--- src/pkg/sbt_pkg.sv ---
// package for the boundary-scan test access port
// shared by the port top and its pin-edge sampler
package sbt_pkg;

   localparam int          SBT_IR_W         = 3;
   localparam int          SBT_ID_W         = 32;
   localparam int          SBT_BSR_W        = 107;
   localparam int          SBT_RESET_TMS_N  = 5;

   localparam logic [2:0]  SBT_INS_EXTEST   = 3'h0;
   localparam logic [2:0]  SBT_INS_IDCODE   = 3'h1;
   localparam logic [2:0]  SBT_INS_SAMPLE_Z = 3'h2;
   localparam logic [2:0]  SBT_INS_SAMPLE   = 3'h4;
   localparam logic [2:0]  SBT_INS_BYPASS   = 3'h7;
   localparam logic [1:0]  SBT_IR_CAPTURE   = 2'h1;

   // tck figures for the bench
   localparam int          SBT_CLK_NS       = 25;
   localparam int          SBT_TCK_MIN_NS   = 100;
   localparam int          SBT_TCK_MIN_CYC  = (SBT_TCK_MIN_NS + SBT_CLK_NS - 1) / SBT_CLK_NS;

   typedef enum logic [3:0] {
      SBT_TLR, SBT_RTI, SBT_SEL_DR, SBT_CAP_DR, SBT_SHIFT_DR, SBT_EXIT1_DR,
      SBT_PAUSE_DR, SBT_EXIT2_DR, SBT_UPD_DR, SBT_SEL_IR, SBT_CAP_IR,
      SBT_SHIFT_IR, SBT_EXIT1_IR, SBT_PAUSE_IR, SBT_EXIT2_IR, SBT_UPD_IR
   } sbt_state_e;

endpackage

--- src/hdl/sbt_tap.sv ---
// boundary-scan test access port of a burst sram
// tck arrives as a plain pin sampled by clock_i; ring values come from the pin pads
// How it works
// - tms sampled each tck rise steers the port; open tms reads high
// - inputs taken on tck rise, tdo changed on tck fall
// - open tdi reads high via pull-up
// - selected register shifts in at msb, out at lsb
// - exactly one register between tdi and tdo, chosen by instruction
// - tdo driven only in shift states, else high impedance
// - five tck rises with tms high reach reset from any state
// - port reset never touches memory operation
// - power-up resets the port with tdo released
// - three-bit instruction register loaded serially in shift-ir
// - power-up and port reset preset the identification instruction
// - capture-ir loads binary 01 into the two low bits
// - one-bit bypass register, cleared when bypass executes
// - boundary register holds one cell per pin plus reserved cells
// - capture-dr loads the pin ring, shift-dr shifts it
// - extest, sample and sample-z all select and capture the ring
// - all-zero code acts as sample, never drives pins
// - identification instruction captures a fixed 32-bit value
// - update-dr under sample changes nothing, like pause
// - bypass routes tdi to tdo through the bypass bit
`timescale 1ns/1ps
module sbt_tap
   import sbt_pkg::*;
#(
   parameter int             BSR_W   = SBT_BSR_W,
   // arbitrary identification value, not any maker's code
   parameter logic [31:0]    ID_CODE = 32'h0000_0001
) (
   input  wire logic             clock_i,
   input  wire logic             rst_b_i,
   input  wire logic             ce_i,
   input  wire logic             tck_i,
   input  wire logic             tms_i,
   input  wire logic             tdi_i,
   input  wire logic [BSR_W-1:0] ring_i,
   output logic                  tdo_o,
   output logic                  tdo_oe_o,
   output logic [SBT_IR_W-1:0]   instr_o,
   output logic [3:0]            state_o
);

   // refuse shapes the shift path cannot serve
   if (BSR_W < 2) begin : g_bsr_w_chk
      $error("boundary register too short");
   end
   if (ID_CODE[0] != 1'b1) begin : g_id_chk
      $error("id lsb must mark presence");
   end

   logic [2:0]           pins;
   logic                 tck_rise;
   logic                 tck_fall;
   logic                 tms;
   logic                 tdi;
   sbt_state_e           state_q;
   sbt_state_e           state_d;
   logic [SBT_IR_W-1:0]  ir_sh_q;
   logic [SBT_IR_W-1:0]  ir_q;
   logic                 byp_q;
   logic [SBT_ID_W-1:0]  id_q;
   logic [BSR_W-1:0]     bsr_q;
   logic                 tdo_q;
   logic                 tdo_oe_q;
   logic                 ser_bit;
   logic                 sel_bsr;
   logic                 sel_id;
   logic [BSR_W-1:0]     ring_s;

   // bit0 tck, bit1 tms, bit2 tdi; pull-ups are the board's, logic just samples
   sbt_pin_sync #(
      .W (3)
   ) u_sync (
      .clock_i (clock_i),
      .rst_b_i (rst_b_i),
      .ce_i    (ce_i),
      .pin_i   ({tdi_i, tms_i, tck_i}),
      .level_o (pins),
      .rise_o  (tck_rise),
      .fall_o  (tck_fall)
   );

   assign tms = pins[1];
   assign tdi = pins[2];

   // ring bits move with the sram's own clock; two flops keep metastable values
   // away from the capture mux, and the two-cycle lag is far below one tck period.
   // the ring is only read here, nothing reaches the memory core
   sbt_pin_sync #(
      .W (BSR_W)
   ) u_ring_sync (
      .clock_i (clock_i),
      .rst_b_i (rst_b_i),
      .ce_i    (ce_i),
      .pin_i   (ring_i),
      .level_o (ring_s),
      .rise_o  (),
      .fall_o  ()
   );

   // port sequence; five tms-high rises reach reset from anywhere
   always_comb begin
      state_d = state_q;
      unique case (state_q)
         SBT_TLR:      state_d = tms ? SBT_TLR      : SBT_RTI;
         SBT_RTI:      state_d = tms ? SBT_SEL_DR   : SBT_RTI;
         SBT_SEL_DR:   state_d = tms ? SBT_SEL_IR   : SBT_CAP_DR;
         SBT_CAP_DR:   state_d = tms ? SBT_EXIT1_DR : SBT_SHIFT_DR;
         SBT_SHIFT_DR: state_d = tms ? SBT_EXIT1_DR : SBT_SHIFT_DR;
         SBT_EXIT1_DR: state_d = tms ? SBT_UPD_DR   : SBT_PAUSE_DR;
         SBT_PAUSE_DR: state_d = tms ? SBT_EXIT2_DR : SBT_PAUSE_DR;
         SBT_EXIT2_DR: state_d = tms ? SBT_UPD_DR   : SBT_SHIFT_DR;
         SBT_UPD_DR:   state_d = tms ? SBT_SEL_DR   : SBT_RTI;
         SBT_SEL_IR:   state_d = tms ? SBT_TLR      : SBT_CAP_IR;
         SBT_CAP_IR:   state_d = tms ? SBT_EXIT1_IR : SBT_SHIFT_IR;
         SBT_SHIFT_IR: state_d = tms ? SBT_EXIT1_IR : SBT_SHIFT_IR;
         SBT_EXIT1_IR: state_d = tms ? SBT_UPD_IR   : SBT_PAUSE_IR;
         SBT_PAUSE_IR: state_d = tms ? SBT_EXIT2_IR : SBT_PAUSE_IR;
         SBT_EXIT2_IR: state_d = tms ? SBT_UPD_IR   : SBT_SHIFT_IR;
         SBT_UPD_IR:   state_d = tms ? SBT_SEL_DR   : SBT_RTI;
      endcase
   end

   // power-up reset is the async reset; no tms sequence needed
   always_ff @(posedge clock_i or negedge rst_b_i) begin
      if (!rst_b_i) begin
         state_q <= SBT_TLR;
      end else if (ce_i && tck_rise) begin
         state_q <= state_d;
      end
   end

   // instruction register: shift stage plus held instruction
   always_ff @(posedge clock_i or negedge rst_b_i) begin
      if (!rst_b_i) begin
         ir_sh_q <= SBT_INS_IDCODE;
         ir_q    <= SBT_INS_IDCODE;
      end else if (ce_i && tck_rise) begin
         // preset on the very rise that enters reset, not one tck later
         if (state_d == SBT_TLR) begin
            ir_q <= SBT_INS_IDCODE;
         end
         unique case (state_q)
            SBT_CAP_IR:   ir_sh_q <= {ir_sh_q[SBT_IR_W-1:2], SBT_IR_CAPTURE};
            SBT_SHIFT_IR: ir_sh_q <= {tdi, ir_sh_q[SBT_IR_W-1:1]};
            SBT_UPD_IR:   ir_q    <= ir_sh_q;
            default: begin
            end
         endcase
      end
   end

   // extest is treated as sample: capture only, no pin drive exists at all
   assign sel_bsr = (ir_q == SBT_INS_EXTEST) || (ir_q == SBT_INS_SAMPLE)
                  || (ir_q == SBT_INS_SAMPLE_Z);
   assign sel_id  = (ir_q == SBT_INS_IDCODE);
   // anything else, including reserved codes, falls to bypass

   // bypass bit
   always_ff @(posedge clock_i or negedge rst_b_i) begin
      if (!rst_b_i) begin
         byp_q <= 1'b0;
      end else if (ce_i && tck_rise && !sel_bsr && !sel_id) begin
         if (state_q == SBT_CAP_DR) begin
            byp_q <= 1'b0;
         end else if (state_q == SBT_SHIFT_DR) begin
            byp_q <= tdi;
         end
      end
   end

   // identification register
   always_ff @(posedge clock_i or negedge rst_b_i) begin
      if (!rst_b_i) begin
         id_q <= '0;
      end else if (ce_i && tck_rise && sel_id) begin
         if (state_q == SBT_CAP_DR) begin
            id_q <= ID_CODE;
         end else if (state_q == SBT_SHIFT_DR) begin
            id_q <= {tdi, id_q[SBT_ID_W-1:1]};
         end
      end
   end

   // boundary ring; ring values may be in motion, capture is best effort.
   // update-dr has no hook here, so it behaves as pause
   always_ff @(posedge clock_i or negedge rst_b_i) begin
      if (!rst_b_i) begin
         bsr_q <= '0;
      end else if (ce_i && tck_rise && sel_bsr) begin
         if (state_q == SBT_CAP_DR) begin
            bsr_q <= ring_s;
         end else if (state_q == SBT_SHIFT_DR) begin
            bsr_q <= {tdi, bsr_q[BSR_W-1:1]};
         end
      end
   end

   // one source feeds tdo at a time
   always_comb begin
      if (state_q == SBT_SHIFT_IR) begin
         ser_bit = ir_sh_q[0];
      end else if (sel_bsr) begin
         ser_bit = bsr_q[0];
      end else if (sel_id) begin
         ser_bit = id_q[0];
      end else begin
         ser_bit = byp_q;
      end
   end

   // launch on tck fall; enable only while shifting
   // limitation: tdo lags the pin fall by about three clocks
   always_ff @(posedge clock_i or negedge rst_b_i) begin
      if (!rst_b_i) begin
         tdo_q    <= 1'b0;
         tdo_oe_q <= 1'b0;
      end else if (ce_i && tck_fall) begin
         tdo_q    <= ser_bit;
         tdo_oe_q <= (state_q == SBT_SHIFT_DR) || (state_q == SBT_SHIFT_IR);
      end
   end

   assign tdo_o    = tdo_q;
   assign tdo_oe_o = tdo_oe_q;
   assign instr_o  = ir_q;
   assign state_o  = state_q;

   // five rises with tms high always land in reset
   logic [2:0] tms_run_q;
   always_ff @(posedge clock_i or negedge rst_b_i) begin
      if (!rst_b_i) begin
         tms_run_q <= '0;
      end else if (ce_i && tck_rise) begin
         if (!tms) begin
            tms_run_q <= 3'h0;
         end else if (tms_run_q != 3'(SBT_RESET_TMS_N)) begin
            tms_run_q <= tms_run_q + 3'h1;
         end
      end
   end
endmodule // sbt_tap

--- src/hdl/sbt_pin_sync.sv ---
// two-flop synchroniser and edge finder for the test pins
// assumes pins are asynchronous to clock_i
`timescale 1ns/1ps
module sbt_pin_sync
   import sbt_pkg::*;
#(
   parameter int W = 3
) (
   input  wire logic         clock_i,
   input  wire logic         rst_b_i,
   input  wire logic         ce_i,
   input  wire logic [W-1:0] pin_i,
   output logic      [W-1:0] level_o,
   output logic              rise_o,
   output logic              fall_o
);

   logic [W-1:0] meta_q;
   logic [W-1:0] sync_q;
   logic         clk_prev_q;

   if (W < 1) begin : g_w_chk
      $error("width must be at least one");
   end

   // reset low: matches tck's idle level, so no false edge follows reset
   always_ff @(posedge clock_i or negedge rst_b_i) begin
      if (!rst_b_i) begin
         meta_q <= '0;
         sync_q <= '0;
      end else if (ce_i) begin
         meta_q <= pin_i;
         sync_q <= meta_q;
      end
   end

   always_ff @(posedge clock_i or negedge rst_b_i) begin
      if (!rst_b_i) begin
         clk_prev_q <= 1'b0;
      end else if (ce_i) begin
         clk_prev_q <= sync_q[0];
      end
   end

   assign level_o = sync_q;
   assign rise_o  = sync_q[0] & ~clk_prev_q;
   assign fall_o  = ~sync_q[0] & clk_prev_q;

endmodule // sbt_pin_sync

--- config.mk ---
export PLATFORM = sky130hd
export DESIGN_NAME = sbt_tap
export DESIGN_NICKNAME = d
export VERILOG_FILES = /design/src/pkg/sbt_pkg.sv /design/src/hdl/sbt_tap.sv /design/src/hdl/sbt_pin_sync.sv
export SDC_FILE = /design/constraint.sdc
export NUM_CORES = 1
export LEC_CHECK = 0
export BUFFER_PORTS_ARGS = -buffer_cell sky130_fd_sc_hd__buf_4
export CELL_PAD_IN_SITES_DETAIL_PLACEMENT = 1
export CELL_PAD_IN_SITES_GLOBAL_PLACEMENT = 1
export CORE_AREA = 5 5 198 200
export CTS_BUF_LIST = sky130_fd_sc_hd__clkbuf_4
export DETAILED_ROUTE_END_ITERATION = 10
export DIE_AREA = 0 0 203 205
export PLACE_DENSITY = 0.73
export SYNTH_ARGS = -nofsm -noshare
export SYNTH_HDL_FRONTEND = slang
export SYNTH_HIERARCHICAL = 1
export SYNTH_SLANG_ARGS = --single-unit
--- constraint.sdc ---
create_clock -name clock_i -period 2.6 [get_ports clock_i]
set_input_delay 0.39 -clock clock_i [delete_from_list [all_inputs] [get_ports clock_i]]
set_output_delay 0.39 -clock clock_i [all_outputs]
set_load 0.005 [all_outputs]
==> results of run 1 <==
-- flip-flops by register name, indices dropped and copies added, names as in the netlist --
name	cells
state_o	4
u_ring_sync/level_o	107
byp_q	1
bsr_q	107
instr_o	3
u_ring_sync/meta_q	107
tdo_o	1
u_sync/level_o	3
ir_sh_q	3
tdo_oe_o	1
u_sync/meta_q	3
id_q	32
u_sync/clk_prev_q	1
-- routing by layer --
| metal | GRT usage [%] | wire, um | part of all wire [%] |
|---|---|---|---|
| met3 | 3.989 | 1163 | 3.4 |
| met1 | 21.35 | 14890 | 44 |
| met4 | 6.014 | 750 | 2.2 |
| met2 | 28.31 | 16910 | 50 |
| met5 | 0 | 0 | 0 |
-- area by class of cell --
type	instances	area, um2
clock buffers	155	1164
multi-input cells	588	6580
diodes	3	7.507
fillers	3591	17070
flip-flops and latches	373	9336
clock inverters	27	102.6
well taps	474	593.1
inverters	4	15.01
repair buffers	253	2357
-- worst max-delay path by stage --
| stage | startpoint | to | slack, ns | cells past startpoint |
|---|---|---|---|---|
| floorplan | state_o[1] | bsr_q[85] | 0.71 | 7 |
| global placement | state_o[0] | bsr_q[1] | 0.37 | 5 |
| detailed placement | state_o[0] | bsr_q[85] | 0.28 | 5 |
| CTS | state_o[0] | bsr_q[40] | 0.26 | 5 |
| global route | state_o[0] | bsr_q[85] | 0.10 | 5 |
| finish | state_o[0] | bsr_q[85] | 0.22 | 5 |
-- where the power goes --
group	switching [mW]	internal (mW)	total [mW]
clock	2.44	2.70	5.14
combinational	0.834	1.28	2.12
sequential	0.443	6.37	6.81
-- what timing repair did --
action / 4_1_cts / 5_1_grt
endpoints found under the hold margin: 201 / 0
hold buffers: 112 / 0
setup endpoints to repair: 0 / 0
-- worst max-delay path: cells and delay by family, from the launching register on --
family	cells	cell delay, ns
flops	1	0.73
buf+inv	1	0.31
compound gates	1	0.27
mux	1	0.35
simple gates	2	0.53
==> impl_results.md, run 1 <==
* RR Endpoint: bsr_q[85]
* DRT Pass-1 Iters at 4
* Clk pin slew, worst setup/hold paths at 0.07 ns
* Global-route wire length before repair at 56,960 um
* Initial core utilization at 44.09%
* # H-tree levels at 3
* Vias in the first global route at 10.74k
* WHS at 0.1982 ns
* Max Cap Viol at 0
* Fin. Hold Viols at 0
* F_max at 419.4 MHz
* Post-placement cell count at 1,580
* Crit-path slowest cell: dfrtp_1
* Crit path launch type: flip-flop
* Worst min path class: in -> async
* Relative slew slack at 36.90%
* Cell Count, Final, Fillers Out at 1,877
* Clock sink total at 373
* Critical path type: reg -> reg
* Placed cell areas at 17,760 um2
* TritonCTS clock tree: built
* FF-to-FF setup slack at 0.22 ns
* CP Capture Type: flip-flop
* Post-Syn Area per Cell at 15.96 um2
* Residual DRC at 0
* Crit-path max FO at 49
* Most common cell after layout, fill and taps aside: dfrtp_1
* GR Util All Layers at 16.81%
* Core area at 37,220 um2
* HPWL Detailed at 18,740 um
* Initial antenna violation count at 3
* CP arrival at 2.99 ns
* Top Ports at 122
* PD cells at 698.0 nW/um2
* Die width at 203 um
* Most frequent cells in the layout: dfrtp_1 (371), mux2_2 (232), mux2_4 (157)
* Clk_skew at 0.03271 ns
* Root buf cell: clkbuf_4
* Worst reg-to-reg path cell count at 5
* Cell Rows at 71
* Synth Warn # at 6
* Drt total wl at 33,720 um
* Leakage power at 9.998 nW
* Pwr Total at 14.07 mW
* Final setup vio count at 0
* Final Max Slew Viols at 0
* Fin nets at 1,436
* RD Place Congestion at 0.7475
* Cell Area, Synth at 16,410 um2
* Post-CTS Setup Repair Bufs at 0
* Skew-Pair Late Insertion Delay at 0.75 ns
* Num CTS Buffers at 103
* Dpl ws at 0.2773 ns
* Area of the die at 41,620 um2
* Die Height at 205 um
* Final WS setup at 0.2156 ns
* Max clock buf depth at 3
* VDD IR max at 0.4162 mV
* Synthesized Nets at 1,141
* Worst slew pin tran at 0.9465 ns
* Critical path's largest stage delay at 0.73 ns
* Fin crit share at 91.71%
* Gr ovfl total at 0
* Final instance area at 20,160 um2
* Post-DR vias/cell at 4.948
* Vias at 9,288
* Worst Path Required at 3.21 ns
* Drt initial violations at 389
* Antenna Violating Nets Remaining at 0
* Pin count of the biggest net entering global routing at 130
* Fin crit period at 2.384 ns
* Layout cells sized above 1 at 49.64%
* Util after Layout at 54.15%
* Worst path cell trace: nand2_1 > o22ai_2 > nand3_4 > buf_12 > mux2_1
* Reg2Reg Launch Point: state_o[0]
* Total Neg Setup Slack at 0 ns
* Resized cells post-CTS at 0
* WL/cell at 17.97 um
* RSZ-0062 raised after global routing: false
* Status: finished clean
* Mapped Cells at 1,028
* Number of buffers added on ports at 121
* Area Growth Syn to Fin at 22.83%
(Power assumes the default switching activity.)
==> inputs of run 2 (changes only) <==
- clock period: 2.6 -> 2.95 ns (I/O delays scaled with it)
==> run 2 against run 1 <==
Via count down 0.26%. Clock-buffer cell count up 13. Critical path type unchanged. Final cell count unchanged. Register-to-register slack better by 0.45 ns. Worst hold slack better by 0.086 ns. Power down 9.0%. Die area unchanged. Highest routed layer unchanged. Sequential share of layout area down 0.15 points.
==> impl_results.md, run 2 (same netlist as run 1, synthesis figures left out) <==
* Status: finished clean
* Max clock buf depth at 3 (unchanged)
* Fin crit period at 2.280 ns (-0.1043 ns)
* Reg2Reg Launch Point: state_o[0]
* RSZ-0062 raised after global routing: false
* GR Util All Layers at 16.29% (-0.53 points)
* Layout cells sized above 1 at 50.50% (+0.86 points)
* Crit-path max FO at 81 (+65%)
* Resized cells post-CTS at 0 (unchanged)
* Root buf cell: clkbuf_4
* Met3 GRT Util at 3.688% (-0.30 points)
* Crit path launch type: flip-flop
* Global route hottest layer: met2
* Worst Path Required at 3.55 ns (+0.34 ns)
* FF-to-FF setup slack at 0.67 ns (+0.45 ns)
* Fin crit share at 77.29% (-14 points)
* Die Height at 205 um (unchanged)
* Most common cell after layout, fill and taps aside: dfrtp_1
* Die width at 203 um (unchanged)
* Clock sink total at 373 (unchanged)
* Final setup vio count at 0 (unchanged)
* Max Cap Viol at 0 (unchanged)
* Placed cell areas at 17,690 um2 (-0.39%)
* Fin nets at 1,432 (-0.28%)
* Final instance area at 20,220 um2 (+0.32%)
* Area of the die at 41,620 um2 (unchanged)
* Vias at 9,264 (-0.26%)
* RD Place Congestion at 0.7221 (-3.4%)
* Gr ovfl total at 0 (unchanged)
* Total Neg Setup Slack at 0 ns (unchanged)
* Area Growth Syn to Fin at 23.23%
* VDD IR max at 0.3478 mV (-16%)
* Post-placement cell count at 1,579 (-0.063%)
* Antenna Violating Nets Remaining at 0 (unchanged)
* Cell Count, Final, Fillers Out at 1,877 (unchanged)
* Initial antenna violation count at 1 (-2)
* DRT Pass-1 Iters at 4 (unchanged)
* RR Endpoint: bsr_q[30]
* # H-tree levels at 3 (unchanged)
* Core area at 37,220 um2 (unchanged)
* Critical path type: reg -> reg
* Clk pin slew, worst setup/hold paths at 0.07 ns (about the same)
* # fillers at 3,594 (+0.084%)
* Final Max Slew Viols at 0 (unchanged)
* Drt total wl at 33,290 um (-1.3%)
* Most frequent cells in the layout: dfrtp_1 (371), mux2_2 (232), clkbuf_4 (168)
* Fin. Hold Viols at 0 (unchanged)
* Post-CTS Setup Repair Bufs at 0 (unchanged)
* WL/cell at 17.74 um (-1.3%)
* HPWL Detailed at 17,970 um (-4.1%)
* Vias in the first global route at 10.71k (-0.20%)
* Worst slew pin tran at 1.055 ns (+0.1089 ns)
* Cell Rows at 71 (unchanged)
* Clk_skew at 0.04723 ns (+0.01452 ns)
* Top Ports at 122 (unchanged)
* Grt met1 use at 20.68% (-0.67 points)
* Number of buffers added on ports at 121 (unchanged)
* Pin count of the biggest net entering global routing at 128 (-1.5%)
* F_max at 438.6 MHz (+4.6%)
* Worst reg-to-reg path cell count at 4 (-1)
* Residual DRC at 0 (unchanged)
* CP arrival at 2.88 ns (-0.11 ns)
* PD cells at 633.4 nW/um2 (-9.2%)
* Post-DR vias/cell at 4.936 (-0.26%)
* WHS at 0.2840 ns (+0.08583 ns)
* Skew-Pair Late Insertion Delay at 0.75 ns (about the same)
* Num CTS Buffers at 100 (-2.9%)
* Relative slew slack at 29.63% (-7.3 points)
* CP Capture Type: flip-flop
* Global-route wire length before repair at 55,310 um (-2.9%)
* Drt initial violations at 302 (-22%)
* Initial core utilization at 44.09% (unchanged)
* Met2 Use GR at 27.33% (-0.98 points)
* TritonCTS clock tree: built
* Leakage power at 10.05 nW (+0.50%)
* Worst min path class: in -> async
## run 2: cell types whose count changed in the layout (fill, tap and decap cells not counted), sizes merged
cell / before / now
buf: 141 / 140
bufinv: 0 / 3
clkbuf: 155 / 168
clkinv: 24 / 14
diode: 3 / 1
inv: 7 / 4
## run 2: routing by layer
layer	vias to the layer above	wire length (um)	share of wire, %
li1	4304	-	-
met1	4734	14800	44
met2	175	16470	49
met3	51	1369	4.1
met4	0	652	2.0
met5	-	0	0
## run 2: worst max path at each step
stage	end	startpoint	depth (start not counted)	slack [ns]
finish	bsr_q[30]	state_o[0]	4	0.67
CTS	bsr_q[30]	state_o[0]	4	0.65
detailed placement	bsr_q[23]	state_o[0]	4	0.72
global route	bsr_q[30]	state_o[0]	4	0.55
floorplan	bsr_q[85]	state_o[1]	7	1.06
global placement	bsr_q[0]	state_o[0]	4	0.79
## run 2: repair_timing
action | 4_1_cts | 5_1_grt
setup endpoints to repair | 0 | 0
endpoints found under the hold margin | 182 | 0
hold buffers | 112 | 0
## run 2: final cells by class
| type | count | area (um2) | share of cell area [%] |
|---|---|---|---|
| tap | 474 | 593.1 | 2.933 |
| antenna | 1 | 2.502 | 0.01238 |
| sequential | 373 | 9336 | 46.17 |
| clock inverter | 17 | 145.1 | 0.7178 |
| timing repair buffer | 252 | 2287 | 11.31 |
| inverter | 4 | 15.01 | 0.07425 |
| multi-input combinational | 588 | 6580 | 32.54 |
| clock buffer | 168 | 1261 | 6.237 |
## run 2: metrics by stage
stage	setup slack [ns]	util [%]	power, mW
5_1_grt	0.5457	54.32	13.58
3_3_place_gp	0.7872	47.53	7.758
6_report	0.6699	54.32	12.81
4_1_cts	0.6471	54.32	13.02
3_5_place_dp	0.7223	47.53	7.827
2_1_floorplan	1.064	-	7.203
## run 2: power breakdown
part	internal [mW]	leakage, nW	switching, mW
sequential	5.61	4.69	0.325
combinational	1.13	4.52	0.795
clock	2.81	0.842	2.14
total	9.55	10.0	3.26
## run 2: worst max-delay path, stage by stage (launching register included)
cell      delay, ns
dfrtp_1        0.53
nor4bb_4       0.46
buf_12         0.38
mux2_1         0.39
mux2_2         0.27
==> inputs of run 3 (changes only) <==
- ABC_AREA: not set -> 1
- CORE_AREA: 5 5 198 200 -> 5 5 191 193
- DIE_AREA: 0 0 203 205 -> 0 0 196 198
- PLACE_DENSITY: 0.73 -> 0.8
- clock period: 2.95 -> 2.1 ns (I/O delays scaled with it)
==> run 3 against run 2 <==
Die area shrank 6.7%. Via count grew 40%. Worst setup slack lost 0.51 ns. Register-to-register slack lost 0.51 ns. Largest cell class unchanged. Clock power grew 31%. Non-clock buffer count grew 25.
==> impl_results.md, run 3 <==
* Status: finished clean
* Drt initial violations at 669 (+120%)
* Mapped Cells at 1,799 (+75%)
* Register area at 9340 um2 (about the same)
* Sequential share of power at 48.1% (+1.7 points)
* Final WS setup at 0.1572 ns (-0.5127 ns)
* # H-tree levels at 3 (unchanged)
* Dpl ws at 0.07762 ns (-0.6447 ns)
* Initial antenna violation count at 2 (+1)
* Most common cell after layout, fill and taps aside: nand2_1
* Initial core utilization at 44.61% (+0.52 points)
* Number of buffers added on ports at 121 (unchanged)
* Relative slew slack at 61.96% (+32 points)
* Area of the die at 38,810 um2 (-6.7%)
* VDD IR max at 0.4923 mV (+42%)
* Final instance area at 19,110 um2 (-5.5%)
* Root buf cell: clkbuf_4
* RD Place Congestion at 0.8129 (+13%)
* Cell Area, Synth at 15,330 um2 (-6.6%)
* Net Sw Frac at 30.39% (+5.0 points)
* Gr ovfl total at 0 (unchanged)
* PD cells at 1012 nW/um2 (+60%)
* Vias in the first global route at 14.44k (+35%)
* Total Neg Setup Slack at 0 ns (unchanged)
* Cell internal pwr at 13.46 mW (+41%)
* Worst min path class: in -> async
* TritonCTS clock tree: built
* # fillers at 4,086 (+14%)
* Worst slew pin tran at 0.5706 ns (-0.4849 ns)
* WL/cell at 15.80 um (-11%)
* Critical path's largest stage delay at 0.46 ns (-0.07 ns)
* Multi-input gate area at 5254 um2 (-20%)
* Global-route wire length before repair at 70,600 um (+28%)
* Top Ports at 122 (unchanged)
* Placed cell areas at 16,630 um2 (-6.0%)
* Die Height at 198 um (-3.4%)
* Max clock buf depth at 3 (unchanged)
* Core area at 34,370 um2 (-7.7%)
* HPWL Detailed at 22,750 um (+27%)
* Die width at 196 um (-3.4%)
* Clock share of power at 33.5% (-5.1 points)
* NetSw at 5.875 mW (+80%)
* Worst path cell trace: nor2_1 > buf_4 > nand2_4 > nand2_2 > nand2_2 > nor2_4 > buf_12 > buf_16 > nor2_1 > a31oi_1
* CP arrival at 2.58 ns (-0.30 ns)
* Post-DR vias/cell at 4.979 (+0.88%)
* Clk_skew at 0.03614 ns (-0.01109 ns)
* Pin count of the biggest net entering global routing at 110 (-14%)
* Residual DRC at 0 (unchanged)
* Final Max Slew Viols at 0 (unchanged)
* Crit path launch type: flip-flop
* Comb power frac at 18.4% (+3.4 points)
* Num CTS Buffers at 99 (-1.0%)
* DRT Pass-1 Iters at 4 (unchanged)
* Cell Rows at 68 (-4.2%)
* Most frequent cells in the layout: nand2_1 (986), dfrtp_1 (368), clkbuf_4 (151)
* Critical path type: reg -> reg
* Final setup vio count at 0 (unchanged)
* Clk pin slew, worst setup/hold paths at 0.07 ns (about the same)
* Antenna Violating Nets Remaining at 0 (unchanged)
* Max Cap Viol at 0 (unchanged)
* Crit-path slowest cell: dfrtp_2
* Crit-path max FO at 50 (-38%)
* Drt total wl at 41,030 um (+23%)
* Leakage power at 9.669 nW (-3.8%)
* Fin nets at 2,184 (+53%)
* Post-Syn Area per Cell at 8.523 um2 (-47%)
* Synth Warn # at 6 (unchanged)
* Fin crit share at 92.51% (+15 points)
* Fin. Hold Viols at 0 (unchanged)
* WHS at 0.08271 ns (-0.2013 ns)
* GR Util All Layers at 21.92% (+5.6 points)
* Clock sink total at 373 (unchanged)
* Area Growth Syn to Fin at 24.66%
* CP Capture Type: flip-flop
* Layout cells sized above 1 at 15.34% (-35 points)
* Post-CTS Setup Repair Bufs at 0 (unchanged)
* Vias at 12.93k (+40%)
* RSZ-0062 raised after global routing: false
* Worst Path Required at 2.73 ns (-0.82 ns)
* Synthesized Nets at 1,912 (+68%)
* Skew-Pair Late Insertion Delay at 0.76 ns (about the same)
* F_max at 514.7 MHz (+17%)
* Fin crit period at 1.943 ns (-0.3373 ns)
[run 3: final cells by class]
type	count	area share, %
sequential	373	48.87
antenna	3	0.03928
clock buffer	151	5.931
timing repair buffer	277	13.55
clock inverter	17	0.6415
multi-input combinational	1296	27.49
tap	455	2.979
inverter	24	0.5041
[run 3: repair_timing]
item / CTS / global route
resized for setup: 1 / 7
hold buffers: 120 / 0
hold endpoints to repair: 427 / 0
cloned: 0 / 0
endpoints found under the setup margin: 1 / 104
pin swaps: 0 / 0
[run 3: critical path, delay by kind of cell (launching register included)]
kind / cells / cell delay, ns
flops: 1 / 0.46
compound gates: 1 / 0.18
buf+inv: 3 / 0.59
simple gates: 6 / 0.58
[run 3: final timing paths]
kind	start	to	slack (ns)	cells past startpoint
min reg2reg	u_ring_sync/meta_q[95]	u_ring_sync/level_o[95]	0.46	2
min	rst_b_i	u_sync/level_o[0]	0.08	2
max reg2reg	state_o[2]	bsr_q[35]	0.16	10
min in group clock_i	ring_i[60]	u_ring_sync/meta_q[60]	0.32	4
max	state_o[2]	bsr_q[35]	0.16	10
max in group asynchronous	rst_b_i	u_ring_sync/meta_q[41]	1.21	4
[run 3: metrics by stage]
stage               std cells  utilization [%]  power (mW)
CTS                      2593            55.52       19.43
finish                   2596            55.61       19.33
global placement         2305            48.37       12.43
floorplan                1799                -       11.42
global route             2595            55.60       20.67
detailed placement       2305            48.37       12.71
[run 3: routing by layer]
layer / part of all wire, % / up-vias / track usage (%) / wire length [um]
li1: - / 6236 / - / -
met1: 42 / 6334 / 26.32 / 17220
met2: 51 / 246 / 38.90 / 21080
met3: 3.2 / 110 / 4.118 / 1307
met4: 3.5 / 0 / 9.129 / 1421
met5: 0 / - / 0 / 0
[run 3: power groups by stage]
stage | clock network (mW) | registers [mW] | logic, mW
final | 6.49 | 9.29 | 3.55
after global routing | 7.12 | 9.46 | 4.09
after CTS | 6.62 | 9.27 | 3.53
after detailed placement | 0 | 9.38 | 3.33
after global placement | 0 | 9.30 | 3.13
after floorplan | 0 | 9.13 | 2.30
